===== src/rtl/fbpe_map.vh =====
// fbpe_map.vh: register offsets, field positions, reset values and timing for the flash bank controller
// assumes an AHB-Lite slave with one 32-bit word per register
`ifndef FBPE_MAP_VH
`define FBPE_MAP_VH
`define FBPE_OFF_CTRL      8'h00
`define FBPE_OFF_PROT      8'h04
`define FBPE_OFF_ADDR      8'h08
`define FBPE_OFF_STAT      8'h0C
`define FBPE_OFF_PROTLD    8'h10
`define FBPE_BIT_WOP       0
`define FBPE_BIT_WIPE      1
`define FBPE_BIT_WHOLE     2
`define FBPE_BIT_HIGH_VOLTAGE_ENABLE      3
`define FBPE_PROT_RST      8'hFF
`define FBPE_ARRAY_LO      16'h0450
`define FBPE_ARRAY_HI      16'h7FFF
`define FBPE_PROT_EXC      8'hFE
`define FBPE_PROT_EXC_ADR  16'h7F00
`define FBPE_CLK_MHZ       200
`define FBPE_DLY_NS        1000
`endif


===== src/rtl/fbpe_ctrl.v =====
// fbpe_ctrl.v: program/erase control and block protection for the second flash array
// assumes an AHB-Lite master; the array itself lies outside and obeys the pump and wipe strobes
`timescale 1ns/1ps
`include "fbpe_map.vh"
module fbpe_ctrl #(
  parameter DLY_NS = `FBPE_DLY_NS
) (
  input  wire        hclk,
  input  wire        hresetn,
  input  wire        hsel,
  input  wire [31:0] haddr,
  input  wire [1:0]  htrans,
  input  wire        hwrite,
  input  wire [2:0]  hsize,
  input  wire [31:0] hwdata,
  input  wire        hready,
  output reg  [31:0] hrdata,
  output reg         hreadyout,
  output reg         hresp,
  input  wire [7:0]  nv_protect_byte,
  input  wire        nv_protect_valid,
  input  wire        arr_wr,
  input  wire [15:0] arr_addr,
  input  wire [7:0]  arr_data,
  output reg         pump_on,
  output reg         array_hv,
  output reg         erase_go,
  output reg         erase_whole,
  output reg         program_go,
  output reg  [15:0] target_addr,
  output reg  [7:0]  prog_data,
  output reg         prog_latch,
  output reg         wipe_protect_bytes
);
  // setup delay counted in hclk cycles before high voltage may be raised;
  // rounded up so a short parameter never gives less than the asked time
  localparam integer DLY_CYC  = (DLY_NS * `FBPE_CLK_MHZ + 999) / 1000;
  localparam [15:0]  DLY_LOAD = DLY_CYC[15:0];

  // sequence states, one-hot
  localparam [3:0]   S_IDLE   = 4'h1;
  localparam [3:0]   S_SEL    = 4'h2;
  localparam [3:0]   S_RD     = 4'h4;
  localparam [3:0]   S_ARMED  = 4'h8;

  // bus phase capture
  reg                ap_q;
  reg                apw_q;
  reg        [7:0]   apa_q;

  // control register bits
  reg                wop_q;
  reg                wipe_q;
  reg                whole_q;
  reg                high_voltage_enable_q;

  // protection, sequence and target state
  reg        [7:0]   prot_q;
  reg        [3:0]   seq_q;
  reg        [3:0]   seq_d;
  reg        [15:0]  tgt_q;
  reg        [15:0]  dly_q;

  // protection start for a protect byte; bit 16 set means no protection at all
  function [16:0] prot_start;
    input [7:0]  b;
    reg   [15:0] a;
    begin
      // bit 15 of the start sits above the array top, so only bits 14:7 matter
      a = {1'b0, b, 7'h00};
      if (b == `FBPE_PROT_EXC) begin
        a = `FBPE_PROT_EXC_ADR;
      end
      if (a < `FBPE_ARRAY_LO) begin
        a = `FBPE_ARRAY_LO;
      end
      prot_start = {(b == 8'hFF), a};
    end
  endfunction

  // true when the address lies between the protection start and the array top
  function is_prot;
    input [7:0]  b;
    input [15:0] adr;
    reg   [16:0] s;
    begin
      s = prot_start(b);
      is_prot = !s[16] && (adr >= s[15:0]) && (adr <= `FBPE_ARRAY_HI);
    end
  endfunction

  // data phase decode; write data is only valid one cycle after the address
  wire               wr_now    = apw_q;
  wire               rd_now    = ap_q & ~apw_q;
  wire               wr_ctrl   = wr_now & (apa_q == `FBPE_OFF_CTRL);
  wire               wr_protld = wr_now & (apa_q == `FBPE_OFF_PROTLD);
  wire               rd_prot   = rd_now & (apa_q == `FBPE_OFF_PROT);
  wire               sel_wop   = hwdata[`FBPE_BIT_WOP];
  wire               sel_wipe  = hwdata[`FBPE_BIT_WIPE];
  wire               sel_hv    = hwdata[`FBPE_BIT_HIGH_VOLTAGE_ENABLE];
  wire               any_sel_q = wop_q | wipe_q;
  wire               tgt_prot  = is_prot(prot_q, tgt_q);
  wire               arm_now   = arr_wr & any_sel_q & (seq_q == S_RD);
  wire               hv_allow  = any_sel_q & (seq_q == S_ARMED) & (dly_q == 16'h0000) & ~tgt_prot;
  wire               vec_wipe  = wr_protld & high_voltage_enable_q & wipe_q & hwdata[8];
  wire               addr_rd   = hready & hsel & htrans[1] & ~hwrite;

  // ahb address phase capture; zero wait states
  always @(posedge hclk or negedge hresetn) begin
    if (!hresetn) begin
      ap_q  <= 1'b0;
      apw_q <= 1'b0;
      apa_q <= 8'h00;
    end else if (hready) begin
      ap_q  <= hsel & htrans[1];
      apw_q <= hsel & htrans[1] & hwrite;
      apa_q <= haddr[7:0];
    end
  end

  // select bits; a write asking for both selects at once leaves both unchanged
  always @(posedge hclk or negedge hresetn) begin
    if (!hresetn) begin
      wop_q   <= 1'b0;
      wipe_q  <= 1'b0;
      whole_q <= 1'b0;
    end else if (wr_ctrl) begin
      whole_q <= hwdata[`FBPE_BIT_WHOLE];
      if (!(sel_wop & sel_wipe)) begin
        wop_q  <= sel_wop & ~wipe_q;
        wipe_q <= sel_wipe & ~wop_q;
      end
    end
  end

  // high voltage: a clear always takes, a set only when the sequence is armed
  always @(posedge hclk or negedge hresetn) begin
    if (!hresetn) begin
      high_voltage_enable_q <= 1'b0;
    end else if (wr_ctrl) begin
      if (!sel_hv) begin
        high_voltage_enable_q <= 1'b0;
      end else if (hv_allow) begin
        high_voltage_enable_q <= 1'b1;
      end
    end
  end

  // sequence: select, protect read, array write, then the setup wait
  always @* begin
    seq_d = seq_q;
    if (wr_ctrl && !high_voltage_enable_q) begin
      if ((sel_wop ^ sel_wipe) && !any_sel_q) begin
        seq_d = S_SEL;
      end else if (!(sel_wop | sel_wipe)) begin
        seq_d = S_IDLE;
      end
    end
    case (seq_q)
      S_IDLE: begin
      end
      S_SEL: begin
        if (rd_prot) begin
          seq_d = S_RD;
        end
      end
      S_RD: begin
        if (arm_now) begin
          seq_d = S_ARMED;
        end
      end
      S_ARMED: begin
      end
      default: begin
        seq_d = S_IDLE;
      end
    endcase
  end

  always @(posedge hclk or negedge hresetn) begin
    if (!hresetn) begin
      seq_q <= S_IDLE;
    end else begin
      seq_q <= seq_d;
    end
  end

  // target capture and setup counter; only the write that arms is latched
  always @(posedge hclk or negedge hresetn) begin
    if (!hresetn) begin
      tgt_q <= 16'h0000;
      dly_q <= 16'h0000;
    end else if (arm_now) begin
      tgt_q <= arr_addr;
      dly_q <= DLY_LOAD;
    end else if (dly_q != 16'h0000) begin
      dly_q <= dly_q - 16'h0001;
    end
  end

  // protect byte; the vector page wipe wins over a load in the same cycle
  always @(posedge hclk or negedge hresetn) begin
    if (!hresetn) begin
      prot_q <= `FBPE_PROT_RST;
    end else if (vec_wipe) begin
      prot_q <= `FBPE_PROT_RST;
    end else if (wr_protld) begin
      prot_q <= hwdata[7:0];                                         // first-array program path
    end else if (nv_protect_valid) begin
      prot_q <= nv_protect_byte;
    end
  end

  // program latch follows every array write while the write select is set
  always @(posedge hclk or negedge hresetn) begin
    if (!hresetn) begin
      prog_data  <= 8'h00;
      prog_latch <= 1'b0;
    end else begin
      prog_latch <= 1'b0;
      if (arr_wr && wop_q) begin
        prog_data  <= arr_data;
        prog_latch <= 1'b1;
      end
    end
  end

  // one-cycle notice that both protect bytes were wiped with the vector page
  always @(posedge hclk or negedge hresetn) begin
    if (!hresetn) begin
      wipe_protect_bytes <= 1'b0;
    end else begin
      wipe_protect_bytes <= vec_wipe;
    end
  end

  // pump and array strobes lag the control bit by one cycle
  always @(posedge hclk or negedge hresetn) begin
    if (!hresetn) begin
      pump_on     <= 1'b0;
      array_hv    <= 1'b0;
      erase_go    <= 1'b0;
      erase_whole <= 1'b0;
      program_go  <= 1'b0;
    end else begin
      pump_on     <= high_voltage_enable_q;
      array_hv    <= high_voltage_enable_q;
      erase_go    <= high_voltage_enable_q & wipe_q;
      erase_whole <= whole_q;
      program_go  <= high_voltage_enable_q & wop_q;
    end
  end

  // page erase aligns the target to its 128-byte page of two rows
  always @(posedge hclk or negedge hresetn) begin
    if (!hresetn) begin
      target_addr <= 16'h0000;
    end else if (whole_q) begin
      target_addr <= tgt_q;
    end else begin
      target_addr <= {tgt_q[15:7], 7'h00};
    end
  end

  // the slave never stalls and never reports an error
  always @(posedge hclk or negedge hresetn) begin
    if (!hresetn) begin
      hreadyout <= 1'b1;
      hresp     <= 1'b0;
    end else begin
      hreadyout <= 1'b1;
      hresp     <= 1'b0;
    end
  end

  // read data is registered at the address edge so it stands in the data phase;
  // unmapped offsets read zero
  always @(posedge hclk or negedge hresetn) begin
    if (!hresetn) begin
      hrdata <= 32'h0000_0000;
    end else if (addr_rd) begin
      case (haddr[7:0])
        `FBPE_OFF_CTRL: begin
          hrdata <= {28'h0000000, high_voltage_enable_q, whole_q, wipe_q, wop_q};
        end
        `FBPE_OFF_PROT: begin
          hrdata <= {24'h000000, prot_q};
        end
        `FBPE_OFF_ADDR: begin
          hrdata <= {16'h0000, tgt_q};
        end
        `FBPE_OFF_STAT: begin
          hrdata <= {27'h0000000, tgt_prot, seq_q};
        end
        default: begin
          hrdata <= 32'h0000_0000;
        end
      endcase
    end
  end
endmodule // fbpe_ctrl


===== config.mk =====
export PLATFORM = sky130hd
export DESIGN_NAME = fbpe_ctrl
export DESIGN_NICKNAME = d
export VERILOG_FILES = /design/src/rtl/fbpe_ctrl.v
export VERILOG_INCLUDE_DIRS = /design/src /design/src/rtl
export SDC_FILE = /design/constraint.sdc
export NUM_CORES = 1
export LEC_CHECK = 0
export BUFFER_PORTS_ARGS = -buffer_cell sky130_fd_sc_hd__buf_2
export CAP_MARGIN = 20
export CORE_ASPECT_RATIO = 0.75
export CORE_MARGIN = 3
export CORE_UTILIZATION = 45
export CTS_BUF_LIST = sky130_fd_sc_hd__clkbuf_16
export DETAILED_ROUTE_END_ITERATION = 10
export GPL_TIMING_DRIVEN = 0
export HOLD_SLACK_MARGIN = 0.05
export PLACE_DENSITY = 0.76
export SLEW_MARGIN = 20
export SYNTH_ARGS = -nofsm -noshare
export SYNTH_HDL_FRONTEND = slang
export SYNTH_SLANG_ARGS = --single-unit

===== constraint.sdc =====
create_clock -name hclk -period 2.4 [get_ports hclk]
set_clock_uncertainty 0.2 [all_clocks]
set_input_delay 0.36 -clock hclk [delete_from_list [all_inputs] [get_ports hclk]]
set_output_delay 0.36 -clock hclk [all_outputs]
set_load 0.05 [all_outputs]

==> results.yml <==
status:
  status: "complete, but fails checks"
  violations: "negative setup slack"
timing:
  finalCritPeriodShare_pct: 100.9
  grt_setup_unrepaired: "true"
  hold_viol: 0
  slew_headroom_pct: 54.15
  worst_pin_slew_ns: 0.6878
  hold_ws_ns: 0.05862
  worst_slack_ns: -0.02181
  finalSetupViolCount: 1
  max_freq_mhz: 412.9
  maxSlewViolCount: 0
  fin_crit_ns: 2.422
clock_tree:
  cts_buffer_depth: 2
  cts_root_buffer: "clkbuf_16"
  clkTransAtPathRegs_ns: 0.07
  clk_latency_ns: 0.36
  cts_htree_levels: 3
  cts_tree: "built"
  numCtsBuffers: 9
  cts_sinks: 104
setup_path:
  critPathRequiredTime_ns: 2.45
  critPathArrivalTime_ns: 2.47
  criticalPathCategory: "reg2reg"
  critPathLaunch: "prot_q[7]"
  r2r_start: "prot_q[7]"
  endpoint_kind: "register"
  cp_max_fo: 4
  startpoint_type: "register"
pwr:
  peakVddDrop_uv: 328.5
  power_density_mw_per_mm2: 622.3
  p_leak_nw: 3.070
synthesis:
  yosys.area.top_type_share_pct: 48.91
  syn_area_mm2: 0.004861
  synthArstFlopShare_pct: 100.0
  synth-edff-count: 0
  synth_cells: 420
  ys_types: 57
  ys_warn_count: 0
  synth_top_area_cell: "dfrtp_1"
  syn_avg_cell_area_um2: 11.57
  synth_seq_area_share_pct: 53.77
  ys_seq_elements: 104
  ys_top_cells_by_area: "dfrtp_1 49%, mux2_2 7.2%, dfstp_2 4.9%, ha_1 3.3%, buf_4 2.9%"
  synthFlopType: "dfrtp_1"
final_layout:
  diodes: 0
  syn_to_final_growth_pct: 31.99
  fin_nets: 712
  nFillCells: 818
  final_area_mm2: 0.006416
  layout_commonest_cell: "buf_2"
  final_cells: 732
  final_cell_mix: "101 x buf_2, 95 x dfrtp_1, 38 x nor2_1"
  drive_above_1_share_pct: 36.91
  finish.utilization_pct: 61.63
place:
  place_inst: 673
  portBuffers: 100
  gp_congestion: 0.8698
  place_area_mm2: 0.005625
  place_ws_ns: -0.3185
  dpl.hpwl_mm: 8.449
floorplan:
  die_y_um: 96.01
  die_x_um: 126.0
  design.die.area_mm2: 0.01210
  start_util_pct: 46.69
  rows: 32
  coreArea_mm2: 0.01041
  pin_count: 173
routing:
  routedWlPerCell_um: 16.96
  first_pass_iters: 4
  wirelength_mm: 12.42
  vias: 3818
  drt-initial-drc-count: 232
  via_per_inst: 5.216
  ant_nets: 0
  drcViolationCount: 0
global_route:
  grt_pass1_wl_mm: 19.42
  grtUsageTotal_pct: 20.92
  antenna_found_initial: 0
  overflow: 0
  grt_max_degree: 68
  first_global_vias: 3689
hold_path:
  hp-start: "haddr[7]"
  hp-class: "in2reg"
job:
  drv_cap: 0
-- sequential cells by signal (all words and copies together) (netlist names), 4 cells and up --
name and count:
apa_q 8, tgt_q 16, hrdata 16, prog_data 8
prot_q 8, seq_q 4, dly_q 16, target_addr 16
-- report_power, final --
part	internal, W	switching [W]
Sequential	0.00184	0.0000776
Clock	0.000728	0.000698
Combinational	0.000249	0.000396
Total	0.00282	0.00117
-- worst max-delay path, cell delays in order, from the launching register on --
cell and delay (ns):
dfstp_2 0.40, nor4_4 0.33, nand2_2 0.14, nand2_1 0.12
ha_4 0.21, a211oi_2 0.19, o22ai_1 0.11, nor3_2 0.18
a21oi_2 0.12, o41ai_2 0.33
-- layer usage --
layer | wire [um] | GRT usage [%] | up-vias
met1 | 5690 | 29.07 | 1851
met4 | 342 | 9.286 | 0
met3 | 789 | 4.493 | 21
li1 | - | - | 1814
met2 | 5596 | 31.99 | 132
met5 | 0 | 0 | -
-- path summary, 6_finish.rpt --
kind	slack (ns)	cells after the start	to
setup / recovery	-0.02	9	high_voltage_enable_q
hold / removal	0.06	2	apa_q[7]
setup reg to reg	-0.02	9	high_voltage_enable_q
hold reg to reg	0.21	0	target_addr[15]
max in group asynchronous	1.05	3	prot_q[4]
min in group asynchronous	0.26	2	tgt_q[4]
-- cells by family after synthesis --
| family | after synthesis | share of synthesized area (%) |
|---|---|---|
| AND/OR/NAND/NOR | 122 | 13.67 |
| flip-flops | 104 | 53.77 |
| AO/OA/AOI/OAI | 75 | 10.71 |
| buffers and inverters | 49 | 5.457 |
| multiplexers | 45 | 11.09 |
| adder cells (fa/ha/maj) | 13 | 3.346 |
| XOR/XNOR | 10 | 1.802 |
| other | 2 | 0.1545 |
-- layout make-up --
class | instances | area (um^2) | share of cell area, %
Multi-Input combinational cell | 283 | 2151 | 33.52
Clock buffer | 9 | 225.2 | 3.510
Clock inverter | 7 | 66.31 | 1.034
Tap cell | 136 | 170.2 | 2.652
Inverter | 19 | 71.32 | 1.112
Buffer | 30 | 193.9 | 3.023
Timing Repair Buffer | 144 | 924.6 | 14.41
Sequential cell | 104 | 2614 | 40.74
-- cell usage after synthesis, types with 7 or more instances --
| cell type | count |
|---|---|
| mux2_2 | 31 |
| buf_4 | 19 |
| ha_1 | 13 |
| nand4_1 | 8 |
| and2_1 | 11 |
| dfrtp_1 | 95 |
| a22o_1 | 12 |
| nor4_1 | 8 |
| dfstp_2 | 9 |
| nor2_1 | 38 |
| o21ai_0 | 11 |
| mux2i_1 | 10 |
| inv_1 | 19 |
| nand2_1 | 19 |
| a21oi_1 | 19 |
| xor2_1 | 7 |
-- repair_timing --
| action | 4_1_cts | 5_1_grt |
|---|---|---|
| resized for setup | 7 | 10 |
| endpoints found under the setup margin | 20 | 28 |
| pin swaps | 9 | 8 |
| buffers inserted | 11 | 5 |
| endpoints found under the hold margin | 63 | 0 |
| hold buffers | 27 | 0 |
-- metrics by stage --
stage	total power (W)	setup TNS, ns
2_1_floorplan	0.002319	0
6_report	0.003993	-0.02181
3_3_place_gp	0.002483	-25.44
3_5_place_dp	0.002511	-1.350
4_1_cts	0.004017	0
5_1_grt	0.004157	-0.2181
No activity file was read; power rests on OpenSTA's default activity.
